**config.mk**
```make
export PLATFORM = sky130hd
export DESIGN_NAME = ast_top
export DESIGN_NICKNAME = d
export VERILOG_FILES = /design/src/common/ast_pkg.sv /design/src/verilog/ast_tx.sv /design/src/verilog/ast_rx.sv /design/src/verilog/ast_top.sv
export SDC_FILE = /design/constraint.sdc
export NUM_CORES = 1
export LEC_CHECK = 0
export BUFFER_PORTS_ARGS = -buffer_cell sky130_fd_sc_hd__buf_2
export CAP_MARGIN = 10
export CORE_MARGIN = 8
export CORE_UTILIZATION = 56
export CTS_CLUSTER_DIAMETER = 200
export DETAILED_ROUTE_END_ITERATION = 16
export GPL_TIMING_DRIVEN = 0
export HOLD_SLACK_MARGIN = 0.1
export PLACE_DENSITY_LB_ADDON = 0.08
export SLEW_MARGIN = 20
export SYNTH_ARGS = -nofsm -noshare
export SYNTH_HDL_FRONTEND = slang
export SYNTH_SLANG_ARGS = --single-unit
```
**constraint.sdc**
```tcl
create_clock -name mclk_in -period 2.3 [get_ports mclk_in]
set_input_delay 0.46 -clock mclk_in [delete_from_list [all_inputs] [get_ports mclk_in]]
set_output_delay 0.46 -clock mclk_in [all_outputs]
set_load 0.03 [all_outputs]
```
**src/common/ast_pkg.sv**
```systemverilog
// Package of constants, register map and carriers for the serial transceiver
package ast_pkg;
    // Register offsets
    localparam logic [3:0] AST_MODE_OFF   = 4'h0;
    localparam logic [3:0] AST_TXBUF_OFF  = 4'h1;
    localparam logic [3:0] AST_TXSTAT_OFF = 4'h2;
    localparam logic [3:0] AST_RXBUF_OFF  = 4'h3;
    localparam logic [3:0] AST_RXERR_OFF  = 4'h4;
    localparam logic [3:0] AST_BAUD_OFF   = 4'h5;
    localparam logic [3:0] AST_IRQ_OFF    = 4'h6;
    localparam logic [3:0] AST_MASK_OFF   = 4'h7;
    // Mode register bit positions
    localparam int AST_POWER_BIT = 7;
    localparam int AST_TXE_BIT   = 6;
    localparam int AST_RXE_BIT   = 5;
    localparam int AST_PSH_BIT   = 4;
    localparam int AST_PSL_BIT   = 3;
    localparam int AST_CL_BIT    = 2;
    localparam int AST_SL_BIT    = 1;
    localparam int AST_ISRM_BIT  = 0;
    // Transmit status bit positions
    localparam int AST_TXBF_BIT  = 1;
    localparam int AST_TXSF_BIT  = 0;
    // Receive error bit positions
    localparam int AST_PE_BIT    = 2;
    localparam int AST_FE_BIT    = 1;
    localparam int AST_OVE_BIT   = 0;
    // Interrupt bit positions
    localparam int AST_IRQ_TX    = 0;
    localparam int AST_IRQ_RX    = 1;
    localparam int AST_IRQ_ERR   = 2;
    // Reset values
    localparam logic [7:0]  AST_MODE_RST  = 8'h01;
    localparam logic [15:0] AST_BAUD_RST  = 16'h0043;
    localparam logic [2:0]  AST_MASK_RST  = 3'h0;
    // Extra operating clocks added to a back-to-back start bit
    localparam logic [1:0]  AST_START_STRETCH = 2'h2;

    typedef struct packed {
        logic [3:0] addr;
        logic [7:0] wdata;
        logic       wr;
        logic       rd;
    } ast_bus_s;

    typedef struct packed {
        logic       power;
        logic       txe;
        logic       rxe;
        logic [1:0] parity;
        logic       len8;
        logic       stop2;
        logic [15:0] baud;
    } ast_cfg_s;

    function automatic logic ast_parity(input logic [7:0] d, input logic len8,
                                        input logic [1:0] ps);
        logic p;
        p = len8 ? ^d : ^d[6:0];
        return (ps == 2'h3) ? ~p : p;
    endfunction : ast_parity
endpackage : ast_pkg

```
**src/verilog/ast_tx.sv**
```systemverilog
// Transmit shifter with start, data, parity and one or two stop bits
`timescale 1ns/1ps
module ast_tx
    import ast_pkg::*;
(
    // Clock and reset
    input  wire logic       mclk_in,
    input  wire logic       reset_n_in,
    // Control
    input  wire ast_cfg_s   cfg_in,
    input  wire logic       load_in,
    input  wire logic [7:0] data_in,
    input  wire logic       stretch_in,
    // Status and line
    output logic            busy_out,
    output logic            done_out,
    output logic            line_out
);
    typedef enum logic [2:0] {
        TX_IDLE = 3'b001, TX_SHIFT = 3'b010, TX_STOP = 3'b100
    } ast_tx_e;
    typedef struct packed {
        ast_tx_e     st;
        logic [15:0] cnt;
        logic [10:0] sh;
        logic [3:0]  bits;
        logic        stops;
        logic        line;
        logic        done;
    } ast_tx_s;
    ast_tx_s s_reg, s_next;

    always_comb begin
        s_next = s_reg;
        s_next.done = 1'b0;
        unique case (s_reg.st)
            TX_IDLE: begin
                if (load_in) begin
                    s_next.st = TX_SHIFT;
                    // Parity sits right after the last data bit in both lengths
                    s_next.sh = cfg_in.len8
                        ? {1'b1, ast_parity(data_in, cfg_in.len8, cfg_in.parity),
                           data_in, 1'b0}
                        : {2'b11, ast_parity(data_in, cfg_in.len8, cfg_in.parity),
                           data_in[6:0], 1'b0};
                    if (cfg_in.parity == 2'h0)
                        s_next.sh = {2'b11, data_in, 1'b0};
                    s_next.bits = 4'(7 + 32'(cfg_in.len8) + 32'(cfg_in.parity != 2'h0));
                    s_next.cnt = cfg_in.baud + (stretch_in ? 16'(AST_START_STRETCH)
                                                           : 16'h0000);
                    s_next.line = 1'b0;
                end
            end
            TX_SHIFT: begin
                if (s_reg.cnt != 16'h0000) begin
                    s_next.cnt = s_reg.cnt - 16'h0001;
                end else begin
                    s_next.cnt = cfg_in.baud;
                    s_next.sh = {1'b1, s_reg.sh[10:1]};
                    s_next.line = s_reg.sh[1];
                    if (s_reg.bits == 4'h0) begin
                        s_next.st = TX_STOP;
                        s_next.line = 1'b1;
                        s_next.stops = cfg_in.stop2;
                    end else begin
                        s_next.bits = s_reg.bits - 4'h1;
                    end
                end
            end
            TX_STOP: begin
                if (s_reg.cnt != 16'h0000) begin
                    s_next.cnt = s_reg.cnt - 16'h0001;
                end else if (s_reg.stops) begin
                    s_next.stops = 1'b0;
                    s_next.cnt = cfg_in.baud;
                end else begin
                    s_next.st = TX_IDLE;
                    s_next.done = 1'b1;
                end
            end
            default: s_next.st = TX_IDLE;
        endcase
        if (!cfg_in.power) begin
            s_next.st = TX_IDLE;
            s_next.line = 1'b1;
        end
    end

    // Only edges change the line, so a stopped clock keeps its level
    always_ff @(posedge mclk_in or negedge reset_n_in) begin
        if (!reset_n_in) begin
            s_reg <= '{st: TX_IDLE, cnt: 16'h0000, sh: 11'h7FF, bits: 4'h0,
                       stops: 1'b0, line: 1'b1, done: 1'b0};
        end else begin
            s_reg <= s_next;
        end
    end

    assign busy_out = (s_reg.st != TX_IDLE);
    assign done_out = s_reg.done;
    assign line_out = s_reg.line;
endmodule : ast_tx

```
**src/verilog/ast_rx.sv**
```systemverilog
// Receive sampler: start detect, mid-bit sampling, single stop check
`timescale 1ns/1ps
module ast_rx
    import ast_pkg::*;
(
    // Clock and reset
    input  wire logic       mclk_in,
    input  wire logic       reset_n_in,
    // Control and line
    input  wire ast_cfg_s   cfg_in,
    input  wire logic       line_in,
    // Received character
    output logic            valid_out,
    output logic [7:0]      data_out,
    output logic            perr_out,
    output logic            ferr_out
);
    typedef enum logic [2:0] {
        RX_IDLE = 3'b001, RX_DATA = 3'b010, RX_STOP = 3'b100
    } ast_rx_e;
    typedef struct packed {
        ast_rx_e     st;
        logic [15:0] cnt;
        logic [8:0]  sh;
        logic [3:0]  bits;
        logic        valid;
        logic        perr;
        logic        ferr;
    } ast_rx_s;
    ast_rx_s s_reg, s_next;
    logic [3:0] nbits;
    logic [7:0] dat;

    always_comb begin
        nbits = 4'(7 + 32'(cfg_in.len8) + 32'(cfg_in.parity != 2'h0));
        dat = cfg_in.len8 ? s_reg.sh[7:0] : {1'b0, s_reg.sh[6:0]};
        s_next = s_reg;
        s_next.valid = 1'b0;
        unique case (s_reg.st)
            RX_IDLE: begin
                // A low line at enable time is taken as a start bit
                if (cfg_in.power && cfg_in.rxe && !line_in) begin
                    s_next.st = RX_DATA;
                    s_next.cnt = cfg_in.baud + (cfg_in.baud >> 1);
                    s_next.bits = 4'h0;
                    s_next.sh = 9'h000;
                end
            end
            RX_DATA: begin
                if (s_reg.cnt != 16'h0000) begin
                    s_next.cnt = s_reg.cnt - 16'h0001;
                end else begin
                    s_next.cnt = cfg_in.baud;
                    s_next.sh[s_reg.bits] = line_in;
                    s_next.bits = s_reg.bits + 4'h1;
                    if (s_reg.bits == nbits - 4'h1)
                        s_next.st = RX_STOP;
                end
            end
            RX_STOP: begin
                // One stop bit only, stop length setting ignored
                if (s_reg.cnt != 16'h0000) begin
                    s_next.cnt = s_reg.cnt - 16'h0001;
                end else begin
                    s_next.st = RX_IDLE;
                    s_next.valid = 1'b1;
                    s_next.ferr = !line_in;
                    s_next.perr = (cfg_in.parity != 2'h0) &&
                        (s_reg.sh[cfg_in.len8 ? 8 : 7] !=
                         ast_parity(dat, cfg_in.len8, cfg_in.parity));
                end
            end
            default: s_next.st = RX_IDLE;
        endcase
        if (!cfg_in.power || !cfg_in.rxe)
            s_next.st = RX_IDLE;
    end

    always_ff @(posedge mclk_in or negedge reset_n_in) begin
        if (!reset_n_in) begin
            s_reg <= '{st: RX_IDLE, cnt: 16'h0000, sh: 9'h000, bits: 4'h0,
                       valid: 1'b0, perr: 1'b0, ferr: 1'b0};
        end else begin
            s_reg <= s_next;
        end
    end

    assign valid_out = s_reg.valid;
    assign data_out  = cfg_in.len8 ? s_reg.sh[7:0] : {1'b0, s_reg.sh[6:0]};
    assign perr_out  = s_reg.perr;
    assign ferr_out  = s_reg.ferr;
endmodule : ast_rx

```
**src/verilog/ast_top.sv**
```systemverilog
// Register file, transmit double buffer, receive buffer and interrupt logic
`timescale 1ns/1ps
module ast_top
    import ast_pkg::*;
(
    // Clock and reset
    input  wire logic       mclk_in,
    input  wire logic       reset_n_in,
    // Register port
    input  wire logic [3:0] addr_in,
    input  wire logic [7:0] wdata_in,
    input  wire logic       wr_in,
    input  wire logic       rd_in,
    output logic [7:0]      rdata_out,
    // Serial lines
    input  wire logic       receive_line_in,
    output logic            transmit_line_out,
    // Interrupt
    output logic            irq_out
);
    typedef struct packed {
        logic [7:0]  mode;
        logic [15:0] baud;
        logic [7:0]  transmit_buffer;
        logic        transmit_buffer_full;
        logic        pend;
        logic        was_busy;
        logic [7:0]  receive_buffer;
        logic        rx_unread;
        logic [2:0]  receive_error_status;
        logic [2:0]  irq_stat;
        logic [2:0]  irq_mask;
        logic [7:0]  rdata;
        logic        irq;
        logic        tx_line;
    } ast_top_s;
    ast_top_s s_reg, s_next;

    ast_bus_s   bus;
    ast_cfg_s   cfg;
    logic       tx_busy, tx_done, tx_line, tx_load;
    logic       rx_valid, rx_perr, rx_ferr;
    logic [7:0] rx_data;
    logic [2:0] ev;
    logic [2:0] err_ev;

    assign bus = '{addr: addr_in, wdata: wdata_in, wr: wr_in, rd: rd_in};
    assign cfg = '{power: s_reg.mode[AST_POWER_BIT], txe: s_reg.mode[AST_TXE_BIT],
                   rxe: s_reg.mode[AST_RXE_BIT],
                   parity: {s_reg.mode[AST_PSH_BIT], s_reg.mode[AST_PSL_BIT]},
                   len8: s_reg.mode[AST_CL_BIT], stop2: s_reg.mode[AST_SL_BIT],
                   baud: s_reg.baud};

    // Next byte loads only when the shifter is idle; back-to-back loads stretch
    assign tx_load = s_reg.pend && !tx_busy && cfg.power && cfg.txe;

    ast_tx u_tx (
        .mclk_in    (mclk_in),
        .reset_n_in (reset_n_in),
        .cfg_in     (cfg),
        .load_in    (tx_load),
        .data_in    (s_reg.transmit_buffer),
        .stretch_in (tx_done || s_reg.was_busy),
        .busy_out   (tx_busy),
        .done_out   (tx_done),
        .line_out   (tx_line)
    );

    ast_rx u_rx (
        .mclk_in    (mclk_in),
        .reset_n_in (reset_n_in),
        .cfg_in     (cfg),
        .line_in    (receive_line_in),
        .valid_out  (rx_valid),
        .data_out   (rx_data),
        .perr_out   (rx_perr),
        .ferr_out   (rx_ferr)
    );

    always_comb begin
        s_next = s_reg;
        s_next.rdata = 8'h00;
        s_next.tx_line = tx_line;
        ev = 3'h0;
        err_ev = 3'h0;
        if (tx_load) begin
            s_next.pend = 1'b0;
            s_next.transmit_buffer_full = 1'b0;
        end
        // Stretch only a start bit that follows a just-finished frame
        s_next.was_busy = tx_done || (s_reg.was_busy && !tx_load && s_reg.pend);
        if (tx_done && !s_reg.pend)
            s_next.was_busy = 1'b0;
        if (tx_done)
            ev[AST_IRQ_TX] = 1'b1;
        if (bus.rd) begin
            unique case (bus.addr)
                AST_MODE_OFF:   s_next.rdata = s_reg.mode;
                AST_TXBUF_OFF:  s_next.rdata = s_reg.transmit_buffer;
                AST_TXSTAT_OFF: s_next.rdata = {6'h00, s_reg.transmit_buffer_full, tx_busy};
                AST_RXBUF_OFF: begin
                    s_next.rdata = s_reg.receive_buffer;
                    s_next.rx_unread = 1'b0;
                end
                AST_RXERR_OFF: begin
                    s_next.rdata = {5'h00, s_reg.receive_error_status};
                    s_next.receive_error_status = 3'h0;
                end
                AST_BAUD_OFF:   s_next.rdata = s_reg.baud[7:0];
                AST_IRQ_OFF:    s_next.rdata = {5'h00, s_reg.irq_stat};
                AST_MASK_OFF:   s_next.rdata = {5'h00, s_reg.irq_mask};
                default:        s_next.rdata = 8'h00;
            endcase
        end
        if (bus.wr) begin
            unique case (bus.addr)
                AST_MODE_OFF:   s_next.mode = bus.wdata;
                AST_TXBUF_OFF: begin
                    // Software must not write while full; such a write is ignored
                    if (!s_reg.transmit_buffer_full && cfg.power) begin
                        s_next.transmit_buffer = bus.wdata;
                        s_next.transmit_buffer_full = 1'b1;
                        s_next.pend = 1'b1;
                    end
                end
                AST_BAUD_OFF:   s_next.baud = {8'h00, bus.wdata};
                AST_IRQ_OFF:    s_next.irq_stat = s_reg.irq_stat & ~bus.wdata[2:0];
                AST_MASK_OFF:   s_next.irq_mask = bus.wdata[2:0];
                default: ;
            endcase
        end
        // After the bus, so new errors win over a same-cycle read; a character landing as the held one is read is lost as overrun
        if (rx_valid) begin
            err_ev = {rx_perr, rx_ferr, s_reg.rx_unread};
            if (!s_reg.rx_unread) begin
                s_next.receive_buffer = rx_data;
                s_next.rx_unread = 1'b1;
            end // Overrun leaves the held character untouched
            // Error routing bit folds errors into the receive event
            if (err_ev != 3'h0 && !s_reg.mode[AST_ISRM_BIT])
                ev[AST_IRQ_ERR] = 1'b1;
            else
                ev[AST_IRQ_RX] = 1'b1;
        end
        // Hardware set wins over a same-cycle clear
        s_next.irq_stat = s_next.irq_stat | ev;
        s_next.receive_error_status = s_next.receive_error_status | err_ev;
        if (!cfg.power) begin
            s_next.transmit_buffer_full = 1'b0;
            s_next.pend = 1'b0;
            s_next.rx_unread = 1'b0;
            s_next.receive_error_status = 3'h0;
        end
        s_next.irq = |(s_next.irq_stat & s_next.irq_mask);
    end

    // Single clock domain: no edges means all state holds
    always_ff @(posedge mclk_in or negedge reset_n_in) begin
        if (!reset_n_in) begin
            s_reg <= '{mode: AST_MODE_RST, baud: AST_BAUD_RST, transmit_buffer: 8'h00,
                       transmit_buffer_full: 1'b0, pend: 1'b0, was_busy: 1'b0,
                       receive_buffer: 8'h00, rx_unread: 1'b0,
                       receive_error_status: 3'h0, irq_stat: 3'h0,
                       irq_mask: AST_MASK_RST, rdata: 8'h00, irq: 1'b0, tx_line: 1'b1};
        end else begin
            s_reg <= s_next;
        end
    end

    assign rdata_out         = s_reg.rdata;
    assign transmit_line_out = s_reg.tx_line;
    assign irq_out           = s_reg.irq;
endmodule : ast_top

```
Word-level counts from Yosys, hierarchy flattened
Cells that the tools add are included.

word-level totals
  register bits after elaboration = 127
  output and inout bits = 10
  word-level logic and storage cells = 212

cells by class
  add/sub/neg operators = 9
  order comparisons = 3
  equality and inequality tests = 36
  multiplexer cells = 73
  bitwise operators = 9
  reductions and logical operators = 54

operators with widths
  kind                                                          number
  one-hot mux 16 bit (3 select lines)                           2
  two-way mux 16 bit                                            5
  one-hot mux 8 bit (8 select lines)                            1
  two-way mux 3 bit                                             15
  two-way mux 34 bit                                            1
  less-than comparator 32 x 6 -> 1 bit (second input constant)  1
  two-way mux 32 bit                                            1
  nonzero test 16 bit                                           2
  subtractor 16 x 1 -> 16 bit (second input constant)           2
  one-hot mux 15 bit (2 select lines)                           1
  one-hot mux 13 bit (2 select lines)                           1
  two-way mux 1 bit                                             20
  two-way mux 10 bit                                            2
  != test 3 bit (second input constant)                         6
  one-hot mux 3 bit (3 select lines)                            2
  AND reduction 3 bit                                           6
  two-way mux 17 bit                                            1
  equality test 4 x 3 -> 1 bit (second input constant)          4
  two-way mux 2 bit                                             8
  two-way mux 4 bit                                             4
  two-way mux 8 bit                                             2
  XOR reduction 8 bit                                           2
  != test 3 x 1 -> 1 bit (second input constant)                5
  XOR reduction 7 bit                                           2
  40 further kinds                                              88

Logic depth before layout (Yosys ltp)
  word-level depth = 10
  gate-level depth with buffers = 11
  mapped depth without buffers = 9

By module
A second synthesis with hierarchy kept.

unflattened totals
  cells, all modules = 880
  area total of the unflattened synthesis = 8,261.7 sq um

by module, submodules not included
  module   times used  cells each  area an instance (sq um)
  ast_rx   1           374         3,105.5
  ast_top  1           200         2,616.3
  ast_tx   1           306         2,539.9

Worst setup path after synthesis
Ideal clock, no wire load.

  kind = reg2reg
  start point = register u_rx.s_reg[32] (netlist name)
  end point = register u_rx.s_reg[24] (netlist name)
  arrival = 2.179 ns
  slack = -0.011 ns
  cell stages (with the launch flop) = 8
  buffers on the path = 1
  period minus slack after synthesis = 2.311 ns
  path through = dfstp_2 -> buf_2 -> or4b_4 -> o22ai_4 -> o21ai_4 -> or4_1 -> a32oi_1 -> o21ai_1

between the ends
  cells in the longest elaborated chain, start to end = 3

ends and longest elaborated chain
  what                                                                    line          text
  start, declared                                                         ast_rx.sv:30  ast_rx_s s_reg, s_next;
  start signal, assigned                                                  ast_rx.sv:81  s_reg <= '{st: RX_IDLE, cnt: 16'h0000, sh: 9'h000, bits: 4'h0,
  start signal, assigned                                                  ast_rx.sv:84  s_reg <= s_next;
  equality test 3 bit (tied with other cells)                             ast_rx.sv:39  unique case (s_reg.st)
  != test 2 x 1 -> 1 bit (no line) or nonzero test 3 bit (tied branches)  --
  AND reduction 3 bit (no line)                                           --

Several ways; a longest one is shown, not always the timed one.
A chain may end at the register's enable or synchronous reset.

Worst setup path after layout
  start point = register u_rx.s_reg[32] (netlist name)
  end point = register u_rx.s_reg[29] (netlist name)

The elaborated chain is that of the path after synthesis.

==> impl_metrics.yaml <==
outcome:
  status: "finished clean"
cts:
  cts.clk_slew.worst_paths_ns: 0.06
  cts_tree: "built"
  numCtsBuffers: 17
  htree_levels: 4
  cts_root_buf: "clkbuf_16"
  worstSkewPairLatency_ns: 0.43
  clock_sinks: 125
  cts.path.max_buffers: 2
timing:
  max_freq_mhz: 436.3
  finalCritPeriodShare_pct: 99.65
  relSlewSlack_pct: 54.77
  clock_skew_ns: 0.01037
  slew_violations: 0
  finalHoldViolations: 0
  hold-worst-slack_ns: 0.2968
  period_needed_ns: 2.292
  rsz0062_at_grt: "true"
  tightest_slew_ns: 0.6729
  setup_viol: 0
layout:
  instances_no_fill: 1008
  largest_register_ffs: 33
  drive_above_1_share_pct: 22.25
  layout_common_cells: "dfrtp_1, nand2_1, nor2_1"
  synthToLayoutAreaGrowth_pct: 18.37
  nNetsFinal: 863
  n_antenna_cell: 0
  final_common_cell: "dfrtp_1"
routing:
  wl_met1_mm: 8.577
  post_drt_wl_per_cell_um: 19.43
  top_layer_used: "met4"
  dr_wl_met3_mm: 1.295
  drt_iter0_markers: 769
  met2_wirelength_mm: 9.073
  viasPerCell: 6.221
  drt_wl_total_mm: 19.59
  first_pass_iters: 5
  ant_nets: 0
  drc: 0
  vias: 6271
synth:
  syn_area_per_cell_um2: 9.563
  synth_cell_types: 71
  synth_mux_area_share_pct: 6.447
  synth_edf_count: 0
  synth-seq-cells: 125
  yosys.area_share.simple_pct: 18.56
  seq_area_frac_synth_pct: 43.50
  syn_area_mm2: 0.007239
  ys_warn_count: 0
  postSynthCellCount: 757
  synth-adder-area-share_pct: 4.079
  synth_compound_area_share_pct: 18.08
  synth_fp_nets: 797
  synth_top_family_by_area: "simple AND/OR/NAND/NOR gates"
  synth-main-ff-cell: "dfrtp_1"
  ys_async_sr_fraction_pct: 100.0
  synth-xor-area-share_pct: 4.684
power_and_ir_drop:
  powerDensity_mw_per_mm2: 958.7
  ir_drop_mv: 0.8120
  p_leak_nw: 3.862
critical_path:
  required_ns: 2.61
  end_kind: "flip-flop"
  slowest_delay_ns: 0.53
  cp_cell_sequence: "or4b_4 -> o22ai_4 -> o211ai_1 -> buf_4 -> nor4_1 -> xnor2_1 -> nor2_1"
  crit_type: "flip-flop to flip-flop"
  critPathSlowestCell: "dfstp_2"
  start_kind: "flip-flop"
  critPathArrivalTime_ns: 2.60
  critPathMaxFanout: 5
floorplan:
  fp.dieW_um: 129.7
  core_mm2: 0.01262
  die_h_um: 129.7
  initial_utilization_pct: 57.37
  num_io_pins: 27
  fp.dieArea_mm2: 0.01682
  rows: 41
grt:
  grtUsageTotal_pct: 23.98
  grt_overflow: 0
  grt_max_degree: 71
  grt_pass1_wl_mm: 31.40
  antenna_found_initial: 0
  grt_pass1_vias: 6049
worst_hold_path:
  hold_class: "primary input to flip-flop"
placement:
  dpl.cell_count: 955
  gp_congestion: 0.9201
  hpwl_mm: 13.21
  port_buffers: 25
run:
  maxCapViolations: 0
what timing repair did:
action | 4_1_cts | 5_1_grt
hold buffers | 1 | 0
gates resized for setup | 9 | 39
endpoints found under the hold margin | 52 | 0
buffers inserted | 11 | 11
gates cloned | 0 | 1
pin swaps | 4 | 10
endpoints found under the setup margin | 20 | 53
per-layer routing:
metal,track usage (%),vias to the layer above
met5,0,-
met4,10.72,0
met3,5.141,57
met2,37.12,264
met1,31.84,3061
li1,-,2889
Yosys cell counts, types with 9 or more instances:
cell / n / area [um^2]
a211oi_1: 9 / 67.56
buf_4: 9 / 67.56
nand2b_1: 9 / 56.30
xor2_1: 9 / 78.83
ha_1: 22 / 275.3
xnor2_1: 22 / 192.7
nor2b_1: 16 / 100.1
nand2_1: 71 / 266.5
dfstp_2: 17 / 446.7
mux2_2: 33 / 371.6
or3_1: 10 / 62.56
a31oi_1: 20 / 125.1
inv_1: 32 / 120.1
dfrtp_1: 108 / 2703
clkbuf_1: 23 / 86.33
a21oi_1: 38 / 190.2
nor3_1: 15 / 75.07
o211ai_1: 11 / 82.58
nand3_1: 21 / 105.1
o21ai_0: 47 / 235.2
nor2_1: 69 / 259.0
cell families (layout without fill, tap and decap cells):
family                   Yosys count  after routing
AND/OR/NAND/NOR                  268            268
AO/OA/AOI/OAI                    194            194
flip-flops                       125            125
multiplexers                      40             40
buffers and inverters             73            152
XOR/XNOR                          34             34
adder cells (fa/ha/maj)           23             23
critical path, delay by kind of cell (launching register included):
kind / cells / cell delay (ns)
flops: 1 / 0.53
xor+xnor: 1 / 0.16
compound gates: 2 / 0.44
buf+inv: 1 / 0.23
simple gates: 3 / 0.82
path summary, 6_finish.rpt:
kind / startpoint / to / slack, ns / depth (start not counted)
worst min-delay path: rd_in / s_reg[19] / 0.30 / 2
worst max-delay path: u_rx.s_reg[32] / u_rx.s_reg[29] / 0.008 / 7
max in group asynchronous: reset_n_in / u_tx.s_reg[34] / 0.96 / 3
worst min register to register: u_tx.line_out / transmit_line_out / 0.37 / 0
min in group asynchronous: reset_n_in / u_rx.s_reg[8] / 0.58 / 2
worst max register to register: u_rx.s_reg[32] / u_rx.s_reg[29] / 0.008 / 7
area by class of cell:
cell class	instances	area [um^2]
plain buffers	38	217.7
multi-input cells	559	3899
inverters	32	120.1
well taps	172	215.2
clock buffers	24	461.7
clock inverters	8	142.6
flip-flops and latches	125	3154
fillers	1029	4050
repair buffers	50	359.1
power by group:
group | switching (mW) | internal (mW)
sequential | 0.463 | 2.52
combinational | 1.32 | 1.12
clock | 0.964 | 1.83
per-stage QoR:
step / TNS [ns] / worst slack (ns) / utilization, % / instance area (um^2) / power [mW]
after floorplan: 0 / 0.02786 / - / 7242 / 4.464
after global placement: -90.13 / -0.7911 / 60.08 / 7582 / 5.004
after detailed placement: -4.951 / -0.3385 / 60.35 / 7616 / 5.116
after CTS: 0 / 0.008772 / 66.16 / 8349 / 8.023
after global routing: -0.6347 / -0.1073 / 67.91 / 8569 / 8.601
final: 0 / 0.007965 / 67.91 / 8569 / 8.215
Power figures use the tool's default switching activity.
